===== config.mk =====
export PLATFORM = sky130hd
export DESIGN_NAME = pcm_power_clock_manager
export DESIGN_NICKNAME = d
export VERILOG_FILES = /design/src/pcm_pkg.sv /design/src/pcm_mc_div.sv /design/src/pcm_power_clock_manager.sv
export SDC_FILE = /design/constraint.sdc
export NUM_CORES = 1
export LEC_CHECK = 0
export ABC_AREA = 1
export ABC_CLOCK_PERIOD_IN_PS = 2100
export BUFFER_PORTS_ARGS = -buffer_cell sky130_fd_sc_hd__clkbuf_2
export CAP_MARGIN = 15
export CORE_MARGIN = 5
export CORE_UTILIZATION = 25
export DETAILED_ROUTE_END_ITERATION = 6
export GPL_TIMING_DRIVEN = 0
export SLEW_MARGIN = 20
export SYNTH_ARGS = -nofsm -noshare
export SYNTH_HDL_FRONTEND = slang
export SYNTH_SLANG_ARGS = --single-unit

===== constraint.sdc =====
create_clock -name pclk -period 2.1 [get_ports pclk]
set_input_delay 0 -clock pclk [delete_from_list [all_inputs] [get_ports pclk]]
set_output_delay 0 -clock pclk [all_outputs]
set_load 0.05 [all_outputs]

===== src/pcm_pkg.sv =====
// Purpose: Shared constants and types of the power and clock manager
// Assumes: 32-bit APB register words, 100 MHz pclk
// Notes: Clock divide codes match the two-bit field as software sees it
package pcm_pkg;
   // Register byte offsets
   localparam logic [7:0] PCM_OFF_PWR_CTRL = 8'h00;
   localparam logic [7:0] PCM_OFF_PWR_MGMT = 8'h04;
   localparam logic [7:0] PCM_OFF_EXT_IRQ_FLAG = 8'h08;
   localparam logic [7:0] PCM_OFF_STATUS = 8'h0C;
   localparam logic [7:0] PCM_OFF_XTAL_CTRL = 8'h10;
   // Field positions
   localparam int PCM_BIT_IDLE = 0;
   localparam int PCM_BIT_PDOWN = 1;
   localparam int PCM_BIT_DIV_LO = 6;
   localparam int PCM_BIT_SWB = 5;
   localparam int PCM_BIT_OSC_SEL = 3;
   localparam int PCM_BIT_OSC_IND = 2;
   localparam int PCM_BIT_RC_WAKE = 1;
   localparam int PCM_BIT_XTAL_RDY = 4;
   localparam int PCM_BIT_AMP_OFF = 0;
   // Clocks per machine cycle, as counts
   localparam int PCM_CLK_PER_MC_4 = 4;
   localparam int PCM_CLK_PER_MC_64 = 64;
   localparam int PCM_CLK_PER_MC_1024 = 1024;
   // Timing, in clock periods of the 10 ns pclk
   localparam int PCM_CLK_PERIOD_NS = 10;
   localparam int PCM_EXT_RST_MIN_CLK = 8;
   localparam int PCM_WDT_RST_DLY_CLK = 512;
   localparam int PCM_RST_HOLD_CLK = 8;
   localparam int PCM_EXT_RST_MIN_CYC = PCM_EXT_RST_MIN_CLK;
   localparam int PCM_WDT_RST_DLY_CYC = PCM_WDT_RST_DLY_CLK;
   localparam int PCM_RST_HOLD_CYC = PCM_RST_HOLD_CLK;
   // Clock divide field encoding
   typedef enum logic [1:0] {
      PCM_DIV_RSV = 2'h0,
      PCM_DIV_4 = 2'h1,
      PCM_DIV_64 = 2'h2,
      PCM_DIV_1024 = 2'h3
   } pcm_div_t;
   // Values after reset
   localparam pcm_div_t PCM_RST_DIV = PCM_DIV_4;
   localparam logic PCM_RST_OSC_SEL = 1'b0;
   localparam logic PCM_RST_SWB = 1'b0;
   localparam logic [3:0] PCM_RST_PINS = 4'hE; // Idle pin levels: irq high, rx high, reset low
   typedef enum logic [1:0] {
      PCM_RUN,
      PCM_IDLE,
      PCM_PDOWN
   } pcm_mode_t;
   // Inputs from the core, interrupt, watchdog and serial logic
   typedef struct packed {
      logic instr_done;
      logic irq_wake;
      logic ext_irq_ack;
      logic global_irq_enable;
      logic [1:0] ext_irq_en;
      logic [1:0] ext_irq_level_mode;
      logic wdt_timeout;
      logic wdt_irq_en;
      logic wdt_reset_en;
      logic wdt_restart;
      logic por_reset;
      logic rx_enable;
      logic sbuf_write;
      logic serial_busy;
      logic crystal_stable;
   } pcm_sys_in_t;
   // Clock, strobe and reset controls driven into the chip
   typedef struct packed {
      logic cpu_clk_en;
      logic core_tick;
      logic periph_tick;
      logic osc_run;
      logic xtal_amp_on;
      logic osc_source_indicator;
      logic strobe_force;
      logic addr_latch_strobe;
      logic program_fetch_strobe;
      logic port_freeze;
      logic port_from_sfr;
      logic core_reset;
      logic isr_start;
   } pcm_out_t;
endpackage : pcm_pkg


===== src/pcm_mc_div.sv =====
// Purpose: Machine cycle tick generator, 4, 64 or 1024 clocks per cycle
// Assumes: sel never holds the reserved code
// Notes: Counter restarts when run is low so ticks resume aligned
`timescale 1ns/1ps
module pcm_mc_div #(
   parameter int CW = 10
) (
   input wire logic pclk,
   input wire logic presetn,
   input wire logic run,
   input pcm_pkg::pcm_div_t sel,
   output logic tick
);
   import pcm_pkg::*;
   logic [CW-1:0] cnt_q;
   logic [CW-1:0] cnt_d;
   logic [CW-1:0] last;

   // Terminal count per divide setting
   always_comb begin
      unique case (sel)
         PCM_DIV_64: last = CW'(PCM_CLK_PER_MC_64 - 1);
         PCM_DIV_1024: last = CW'(PCM_CLK_PER_MC_1024 - 1);
         default: last = CW'(PCM_CLK_PER_MC_4 - 1);
      endcase
      tick = run && (cnt_q >= last);
      cnt_d = (!run || tick) ? '0 : cnt_q + CW'(1);
   end

   always_ff @(posedge pclk or negedge presetn) begin
      if (!presetn) begin
         cnt_q <= '0;
      end else begin
         cnt_q <= cnt_d;
      end
   end
endmodule : pcm_mc_div


===== src/pcm_power_clock_manager.sv =====
// Purpose: Idle, power-down, economy divide and oscillator source control
// Assumes: APB slave, zero wait states; pins pass a three-flop filter
// Notes: Entry to idle or power-down waits for the core's instruction-complete pulse
// Notes on behaviour
// - Idle bit enters idle after instruction
// - Idle holds core state, strobes high
// - Enabled interrupt clears idle, runs handler
// - Reset pin high eight clocks ends idle
// - Watchdog wakes idle, resets 512 later
// - Reset exit skips following instruction
// - Divide field selects 4, 64, 1024
// - Idle peripherals at clock/4, economy shared
// - New divide applies one machine cycle later
// - Source select, indicator follows one cycle
// - Crystal selection refused until crystal ready
// - Switchback restores divide-by-4 immediately
// - Start edge, buffer write or interrupt acknowledge triggers
// - Divide writes ignored during serial traffic with switchback on
// - Every reset forces divide-by-4
// - Power-down bit stops clocks, strobes low
// - Reset pin ends power-down, watchdog cannot
// - Low level interrupt wakes power-down
// - Resume after instruction that entered power-down
// - RC wake then automatic crystal switch
`timescale 1ns/1ps
module pcm_power_clock_manager (
   input wire logic pclk,
   input wire logic presetn,
   input wire logic [7:0] paddr,
   input wire logic psel,
   input wire logic penable,
   input wire logic pwrite,
   input wire logic [31:0] pwdata,
   output logic [31:0] prdata,
   output logic pready,
   output logic pslverr,
   input wire logic rst_pin,
   input wire logic rx_pin,
   input wire logic [1:0] ext_irq_pin_n,
   input pcm_pkg::pcm_sys_in_t sys_in,
   output pcm_pkg::pcm_out_t ctl_out
);
   import pcm_pkg::*;

   typedef struct packed {
      pcm_mode_t mode;
      logic idle_bit;
      logic pd_bit;
      pcm_div_t div_req;
      pcm_div_t div_act;
      logic switchback_enable;
      logic osc_sel;
      logic osc_ind;
      logic rc_wake;
      logic amp_off;
      logic xtal_rdy;
      logic auto_xtal;
      logic [3:0] rst_cnt;
      logic [9:0] wdt_cnt;
      logic wdt_run;
      logic [3:0] rst_hold;
      logic isr;
      logic [3:0] s1;
      logic [3:0] s2;
      logic [3:0] s3;
      logic [3:0] filt;
      logic rx_prev;
      logic [31:0] rdata;
   } pcm_state_t;

   pcm_state_t st_q;
   pcm_state_t st_d;
   logic wr;
   logic rd;
   logic mapped;
   logic core_tick_raw;
   logic quarter_tick;
   logic rst_level;
   logic ext_rst_valid;
   logic wdt_fire;
   logic rst_evt;
   logic idle_wake;
   logic pd_wake;
   logic swb_trig;
   logic [31:0] rd_word;

   // Fixed-size constants sized to the state fields
   localparam logic [3:0] EXT_MIN = 4'(PCM_EXT_RST_MIN_CYC);
   localparam logic [3:0] HOLD = 4'(PCM_RST_HOLD_CYC);
   localparam logic [9:0] WDT_LAST = 10'(PCM_WDT_RST_DLY_CYC - 1);

   // Core rate follows the active divide; idle peripherals get clock/4
   pcm_mc_div #(.CW(10)) u_core_div (
      .pclk(pclk),
      .presetn(presetn),
      .run(st_q.mode != PCM_PDOWN),
      .sel(st_q.div_act),
      .tick(core_tick_raw)
   );
   pcm_mc_div #(.CW(10)) u_quarter_div (
      .pclk(pclk),
      .presetn(presetn),
      .run(st_q.mode != PCM_PDOWN),
      .sel(PCM_DIV_4),
      .tick(quarter_tick)
   );

   // APB decode; no wait states, error on unmapped offsets
   always_comb begin
      wr = psel && penable && pwrite;
      rd = psel && !penable && !pwrite;
      mapped = (paddr == PCM_OFF_PWR_CTRL) || (paddr == PCM_OFF_PWR_MGMT) ||
         (paddr == PCM_OFF_EXT_IRQ_FLAG) || (paddr == PCM_OFF_STATUS) || (paddr == PCM_OFF_XTAL_CTRL);
      rd_word = 32'h0000_0000;
      unique case (paddr)
         PCM_OFF_PWR_CTRL: begin
            rd_word[PCM_BIT_IDLE] = st_q.idle_bit;
            rd_word[PCM_BIT_PDOWN] = st_q.pd_bit;
         end
         PCM_OFF_PWR_MGMT: begin
            rd_word[PCM_BIT_DIV_LO+1 -: 2] = st_q.div_req;
            rd_word[PCM_BIT_SWB] = st_q.switchback_enable;
         end
         PCM_OFF_EXT_IRQ_FLAG: begin
            rd_word[PCM_BIT_OSC_SEL] = st_q.osc_sel;
            rd_word[PCM_BIT_OSC_IND] = st_q.osc_ind;
            rd_word[PCM_BIT_RC_WAKE] = st_q.rc_wake;
         end
         PCM_OFF_STATUS: rd_word[PCM_BIT_XTAL_RDY] = st_q.xtal_rdy;
         PCM_OFF_XTAL_CTRL: rd_word[PCM_BIT_AMP_OFF] = st_q.amp_off;
         default: rd_word = 32'h0000_0000;
      endcase
   end

   // Event decode from filtered pins and system inputs
   always_comb begin
      rst_level = st_q.filt[0];
      ext_rst_valid = (st_q.mode == PCM_PDOWN) ? rst_level :
         (st_q.rst_cnt == EXT_MIN);
      wdt_fire = st_q.wdt_run && (st_q.wdt_cnt == WDT_LAST) && !sys_in.wdt_restart;
      rst_evt = ext_rst_valid || sys_in.por_reset || wdt_fire;
      idle_wake = sys_in.irq_wake || (sys_in.wdt_timeout && sys_in.wdt_irq_en);
      pd_wake = sys_in.global_irq_enable &&
         |(~st_q.filt[3:2] & sys_in.ext_irq_en & sys_in.ext_irq_level_mode);
      swb_trig = st_q.switchback_enable && ((sys_in.rx_enable && st_q.rx_prev && !st_q.filt[1]) ||
         sys_in.sbuf_write || sys_in.ext_irq_ack);
   end

   // Next-state logic for the whole block
   always_comb begin
      st_d = st_q;
      st_d.isr = 1'b0;
      // Three-flop pin filter; only s2 and s3 are compared
      st_d.s1 = {ext_irq_pin_n, rx_pin, rst_pin};
      st_d.s2 = st_q.s1;
      st_d.s3 = st_q.s2;
      st_d.filt = (~(st_q.s2 ^ st_q.s3) & st_q.s3) | ((st_q.s2 ^ st_q.s3) & st_q.filt);
      st_d.rx_prev = st_q.filt[1];
      if (rd) begin
         st_d.rdata = rd_word;
      end
      // Reset pin must stay high eight clocks while the clock runs
      if (!rst_level) begin
         st_d.rst_cnt = 4'h0;
      end else if (st_q.rst_cnt != EXT_MIN) begin
         st_d.rst_cnt = st_q.rst_cnt + 4'h1;
      end
      // Watchdog delay; frozen with the clocks in power-down
      if (st_q.mode != PCM_PDOWN) begin
         if (st_q.wdt_run) begin
            st_d.wdt_cnt = st_q.wdt_cnt + 10'h001;
         end
         if (sys_in.wdt_restart) begin
            st_d.wdt_run = 1'b0;
            st_d.wdt_cnt = 10'h000;
         end
         if (sys_in.wdt_timeout && sys_in.wdt_reset_en) begin
            st_d.wdt_run = 1'b1;
            st_d.wdt_cnt = 10'h000;
         end
      end
      // Crystal ready only while the amplifier runs
      st_d.xtal_rdy = sys_in.crystal_stable && !st_q.amp_off && st_q.mode != PCM_PDOWN;
      // Register writes
      if (wr) begin
         unique case (paddr)
            PCM_OFF_PWR_CTRL: begin
               st_d.idle_bit = pwdata[PCM_BIT_IDLE];
               st_d.pd_bit = pwdata[PCM_BIT_PDOWN];
            end
            PCM_OFF_PWR_MGMT: begin
               st_d.switchback_enable = pwdata[PCM_BIT_SWB];
               // Reserved code, and writes during serial traffic with switchback on, are dropped
               if (pwdata[PCM_BIT_DIV_LO+1 -: 2] != PCM_DIV_RSV &&
                  !(st_q.switchback_enable && sys_in.serial_busy)) begin
                  st_d.div_req = pcm_div_t'(pwdata[PCM_BIT_DIV_LO+1 -: 2]);
               end
            end
            PCM_OFF_EXT_IRQ_FLAG: begin
               st_d.rc_wake = pwdata[PCM_BIT_RC_WAKE];
               if (!pwdata[PCM_BIT_OSC_SEL] || st_q.xtal_rdy) begin
                  st_d.osc_sel = pwdata[PCM_BIT_OSC_SEL];
               end
            end
            PCM_OFF_XTAL_CTRL: begin
               // Amplifier may only stop while the RC oscillator clocks us
               if (!st_q.osc_ind && !st_q.osc_sel) begin
                  st_d.amp_off = pwdata[PCM_BIT_AMP_OFF];
               end
            end
            default: st_d.rdata = st_d.rdata;
         endcase
      end
      // Divide and source changes land one machine cycle later
      if (core_tick_raw) begin
         st_d.div_act = st_q.div_req;
         st_d.osc_ind = st_q.osc_sel;
      end
      // Automatic return to the crystal after an RC wake
      if (st_q.auto_xtal && st_q.xtal_rdy) begin
         st_d.auto_xtal = 1'b0;
         st_d.osc_sel = 1'b1;
      end
      // Switchback wins over a pending economy setting
      if (swb_trig) begin
         st_d.div_req = PCM_DIV_4;
         st_d.div_act = PCM_DIV_4;
      end
      // Mode sequencing; power-down wins over idle
      unique case (st_q.mode)
         PCM_RUN: begin
            if (sys_in.instr_done && st_d.pd_bit) begin
               st_d.mode = PCM_PDOWN;
            end else if (sys_in.instr_done && st_d.idle_bit) begin
               st_d.mode = PCM_IDLE;
            end
         end
         PCM_IDLE: begin
            if (idle_wake) begin
               st_d.mode = PCM_RUN;
               st_d.idle_bit = 1'b0;
               st_d.isr = 1'b1;
            end
         end
         PCM_PDOWN: begin
            if (pd_wake) begin
               st_d.mode = PCM_RUN;
               st_d.pd_bit = 1'b0;
               st_d.isr = 1'b1;
               if (st_q.rc_wake) begin
                  st_d.osc_sel = 1'b0;
                  st_d.osc_ind = 1'b0;
                  st_d.auto_xtal = 1'b1;
               end
            end
         end
      endcase
      // Any reset source restores the power bits, divide, switchback and watchdog and ends low-power modes
      if (rst_evt) begin
         st_d.mode = PCM_RUN;
         st_d.idle_bit = 1'b0;
         st_d.pd_bit = 1'b0;
         st_d.div_req = PCM_RST_DIV;
         st_d.div_act = PCM_RST_DIV;
         st_d.switchback_enable = PCM_RST_SWB;
         st_d.wdt_run = 1'b0;
         st_d.wdt_cnt = 10'h000;
         st_d.isr = 1'b0;
         st_d.auto_xtal = 1'b0;
         st_d.rst_hold = HOLD;
      end else if (st_q.rst_hold != 4'h0) begin
         st_d.rst_hold = st_q.rst_hold - 4'h1;
      end
   end

   always_ff @(posedge pclk or negedge presetn) begin
      if (!presetn) begin
         // Filter starts at idle pin levels so no false edge or wake follows reset
         st_q <= '{mode: PCM_RUN, div_req: PCM_RST_DIV, div_act: PCM_RST_DIV, osc_sel: PCM_RST_OSC_SEL,
            osc_ind: PCM_RST_OSC_SEL, switchback_enable: PCM_RST_SWB, s1: PCM_RST_PINS, s2: PCM_RST_PINS, s3: PCM_RST_PINS,
            filt: PCM_RST_PINS, rx_prev: 1'b1, default: '0};
      end else begin
         st_q <= st_d;
      end
   end

   // Outputs; reset hold keeps the core from running the next instruction
   always_comb begin
      prdata = st_q.rdata;
      pready = 1'b1;
      pslverr = psel && penable && !mapped;
      ctl_out.cpu_clk_en = (st_q.mode == PCM_RUN);
      ctl_out.core_tick = core_tick_raw && (st_q.mode == PCM_RUN);
      ctl_out.periph_tick = (st_q.mode == PCM_IDLE) ? quarter_tick :
         (st_q.mode == PCM_RUN) ? core_tick_raw : 1'b0;
      ctl_out.osc_run = (st_q.mode != PCM_PDOWN);
      ctl_out.xtal_amp_on = !st_q.amp_off && (st_q.mode != PCM_PDOWN);
      ctl_out.osc_source_indicator = st_q.osc_ind;
      ctl_out.strobe_force = (st_q.mode != PCM_RUN);
      ctl_out.addr_latch_strobe = (st_q.mode == PCM_IDLE);
      ctl_out.program_fetch_strobe = (st_q.mode == PCM_IDLE);
      ctl_out.port_freeze = (st_q.mode == PCM_IDLE);
      ctl_out.port_from_sfr = (st_q.mode == PCM_PDOWN);
      ctl_out.core_reset = (st_q.rst_hold != 4'h0);
      ctl_out.isr_start = st_q.isr;
   end
endmodule : pcm_power_clock_manager


==> flow_summary.rst <==
.. list-table::
   :header-rows: 1

   * - Metric
     - Value
   * - Violations in the final reports
     - negative setup slack
   * - Utilization after layout
     - between 30% and 40%
   * - Residual DRC count
     - 0
   * - Category of the most critical setup path
     - register to primary output
   * - Number of fill cells
     - roughly 1700
   * - Post-synthesis average cell area
     - 8.81 um2
   * - Number of register bits inferred by synthesis
     - 80
   * - Number of antenna violations at the first check in global routing
     - 0
   * - Distinct cell type count after synthesis
     - 36
   * - Classification of the worst-slack hold path
     - input pin to register
   * - Vias
     - 3377
   * - Slew HR
     - 56.7%
   * - Number of buffers on the longest clock path
     - 2
   * - Number of standard-cell rows in the floorplan
     - between 40 and 50
   * - Critical path data arrival time
     - 2.20 ns
   * - Maximum number of pins on one net before global-route repair
     - just over 80
   * - Post-DRT Antenna Nets
     - 0
   * - Portion of synthesized cell area occupied by the leading cell type
     - between 30 and 40%
   * - Leading area contributor after synthesis
     - sky130_fd_sc_hd__dfrtp_1
   * - Area contributors post-synth
     - sky130_fd_sc_hd__dfrtp_1 (39%), sky130_fd_sc_hd__dfstp_2 (9.4%), sky130_fd_sc_hd__nand2_1 (7.6%)
   * - Inserted Clock Buffers
     - 9
   * - GRT Total Usage
     - 9.98%
   * - Fraction of layout cells with a size suffix above 1
     - 28.6%
   * - Finish-stage setup viols
     - 2
   * - Congestion Overflow GR
     - 0
   * - First DRT Iteration DRCs
     - around 180
   * - Setup repair after global routing missed its margin
     - yes
   * - Fin Clk Skew
     - slightly above 0.006 ns
   * - Die H
     - 139 um
   * - N_diodes
     - 0
   * - Clock latency on the worst-skew pair
     - 0.34 ns
   * - Max H-tree Level
     - 3
   * - Run status
     - complete, but fails checks
   * - Die extent in x
     - about 140 um
   * - Synthesized area
     - 4180 um2
   * - Top Ports
     - ~110
   * - Net count of the finished layout
     - roughly 690
   * - Number of global-route vias before repair
     - 3322
   * - Max-cap violation count
     - 0
   * - Sequential-to-total area share from yosys stat
     - around half
   * - Core box area
     - 16500 um2
   * - Placer's final routability congestion estimate
     - about 0.80
   * - Worst-case vdd ir drop
     - around 0.00045 V
   * - Top fanout value on the critical path
     - 4
   * - Power Density
     - about 880 nW/um2
   * - Summed negative setup slack over all endpoints
     - -0.185 ns
   * - Routed vias/inst
     - 4.06
   * - Total die area
     - around 19000 um2
   * - Slew of the pin with the lowest slew margin
     - between 0.6 and 0.7 ns
   * - Most frequent cells after synthesis
     - sky130_fd_sc_hd__nand2_1 (85), sky130_fd_sc_hd__dfrtp_1 (65), sky130_fd_sc_hd__nor2_1 (56)
   * - TritonCTS clock tree
     - done
   * - Element type at the critical path end
     - primary output
   * - Setup crit start kind
     - register
   * - Endpoints failing hold
     - 0
   * - LEAKAGE
     - 2.68 nW
   * - Count of TritonRoute iterations in the first routing pass
     - 4
   * - Wire length of the first global-routing pass
     - around 16000 um
   * - Clock-pin slew reported for the worst setup and hold paths after clock tree synthesis
     - roughly 0.060 ns
   * - Number of enable-type register cells in the synthesized netlist
     - 0
   * - Most numerous cell in the Yosys netlist
     - sky130_fd_sc_hd__nand2_1
   * - Post-DR wirelength/cell
     - 11.3 um
   * - Tmin final
     - 2.20 ns
   * - Top achievable clock speed
     - between 400 and 500 MHz
   * - Async S/R FF share, synth
     - 100%
   * - Gate count of the mapped netlist
     - around 480
   * - Final critical-path setup slack
     - -0.0967 ns
   * - Wire length after detailed routing
     - around 9400 um
   * - Yosys warnings
     - 0
   * - Starting utilization of the core area
     - 25.3%
   * - Critical path required time
     - roughly 2.1 ns
   * - Clock tree root buffer cell
     - sky130_fd_sc_hd__clkbuf_16
   * - Max-slew violation total from the final report
     - 0
   * - Detailed placer's ending HPWL
     - slightly below 7000 um
   * - CTS sink count
     - 80
   * - Predominant post-synthesis flop cell
     - sky130_fd_sc_hd__dfrtp_1
   * - Synthesis-to-finish area growth
     - 33.1%
   * - Final worst-path cycle share
     - 105%
   * - Number of port buffers
     - 61
registers in the layout (all words and copies together), names as in the netlist, named ones only:
signal               flops
st_q                    38
u_core_div.cnt_q        10
u_quarter_div.cnt_q     10
prdata                   8
st_d                     8
ctl_out                  2
routing by layer:
metal	global-route usage, %	share of wire, %	vias to the layer above
li1	-	-	1739
met3	3.98	7.8	12
met1	13.4	48	1533
met5	0	0	-
met4	2.78	1.1	0
met2	14.9	44	93
timing repair:
action                     4_1_cts  5_1_grt
gates resized for setup         13       15
cloned                           0        0
setup endpoints to repair        2       29
pin swaps                        6        7
hold buffers                    17        0
hold endpoints to repair        78        0
setup buffers                    6        5
per-stage QoR:
| step | total power, mW | hold WS [ns] | instance area (um2) | worst slack (ns) | cells |
|---|---|---|---|---|---|
| 3_5_place_dp | 3.07 | 0.0896 | 4900 | -0.0211 | 787 |
| 3_3_place_gp | 3.05 | 0.0887 | 4900 | -0.00251 | 787 |
| 5_1_grt | 5.21 | 0.0621 | 5570 | -0.176 | 831 |
| 6_report | 4.92 | 0.0230 | 5570 | -0.0967 | 831 |
| 2_1_floorplan | 2.76 | -0.296 | 4320 | 0.0619 | 506 |
| 4_1_cts | 4.88 | 0.00254 | 5480 | -0.112 | 826 |
report_power, final:
group          internal (mW)  switching, mW
clock network          0.964          0.640
logic                  0.581          0.942
registers               1.69          0.103
cell type report:
cell class,instances,area [um2],share of cell area (%)
Sequential cell,80,2020,36.3
Multi-Input combinational cell,337,1880,33.7
Timing Repair Buffer,89,587,10.5
Buffer,42,328,5.88
Tap cell,220,275,4.94
Clock buffer,11,243,4.36
Inverter,47,176,3.17
Clock inverter,5,61.3,1.10
final timing paths:
kind | from | endpoint | slack [ns] | cells after the start
max in group asynchronous | presetn | st_q[79] | 1.38 | 2
min in group asynchronous | presetn | st_q[54] | 0.25 | 2
max reg2reg | st_q[76] | u_core_div.cnt_q[7] | 0.03 | 10
min reg2reg | st_d[41] | st_d[37] | 0.35 | 0
max | st_q[76] | ctl_out[11] | -0.1 | 11
min | pwdata[3] | st_q[74] | 0.02 | 3
layout by cell type, fill, tap and decap left out, drive strengths merged, types with 17 or more instances in the layout:
cell type	Yosys	final
nand3	46	46
nor2	58	58
o21ai	25	25
conb	2	33
nor3	17	17
dfrtp	65	65
clkbuf	0	70
buf	42	55
inv	47	50
dlygate4sd3	0	17
nand2	90	90
worst max-delay path, cell delays in order, from the launching register on:
cell and delay (ns):
sky130_fd_sc_hd__dfstp_2 0.56, sky130_fd_sc_hd__nand2_4 0.08, sky130_fd_sc_hd__ha_1 0.28, sky130_fd_sc_hd__nand2_1 0.11, sky130_fd_sc_hd__nor2_4 0.04, sky130_fd_sc_hd__buf_4 0.12
sky130_fd_sc_hd__a21oi_2 0.16, sky130_fd_sc_hd__nand2_2 0.10, sky130_fd_sc_hd__nand2_4 0.08, sky130_fd_sc_hd__nor2_4 0.04, sky130_fd_sc_hd__buf_4 0.14, sky130_fd_sc_hd__buf_8 0.14
logic make-up after synthesis:
kind of cell / after synthesis / synth area share [%]
AOI/OAI and AO/OA: 47 / 6.22
DFF: 80 / 48.3
and+or+nand+nor: 229 / 26.2
adders and majority gates: 17 / 4.84
buffers and inverters: 89 / 11.9
xor gates and xnor gates: 11 / 2.30
other: 2 / 0.179
No activity file was read; power rests on OpenSTA's default activity.
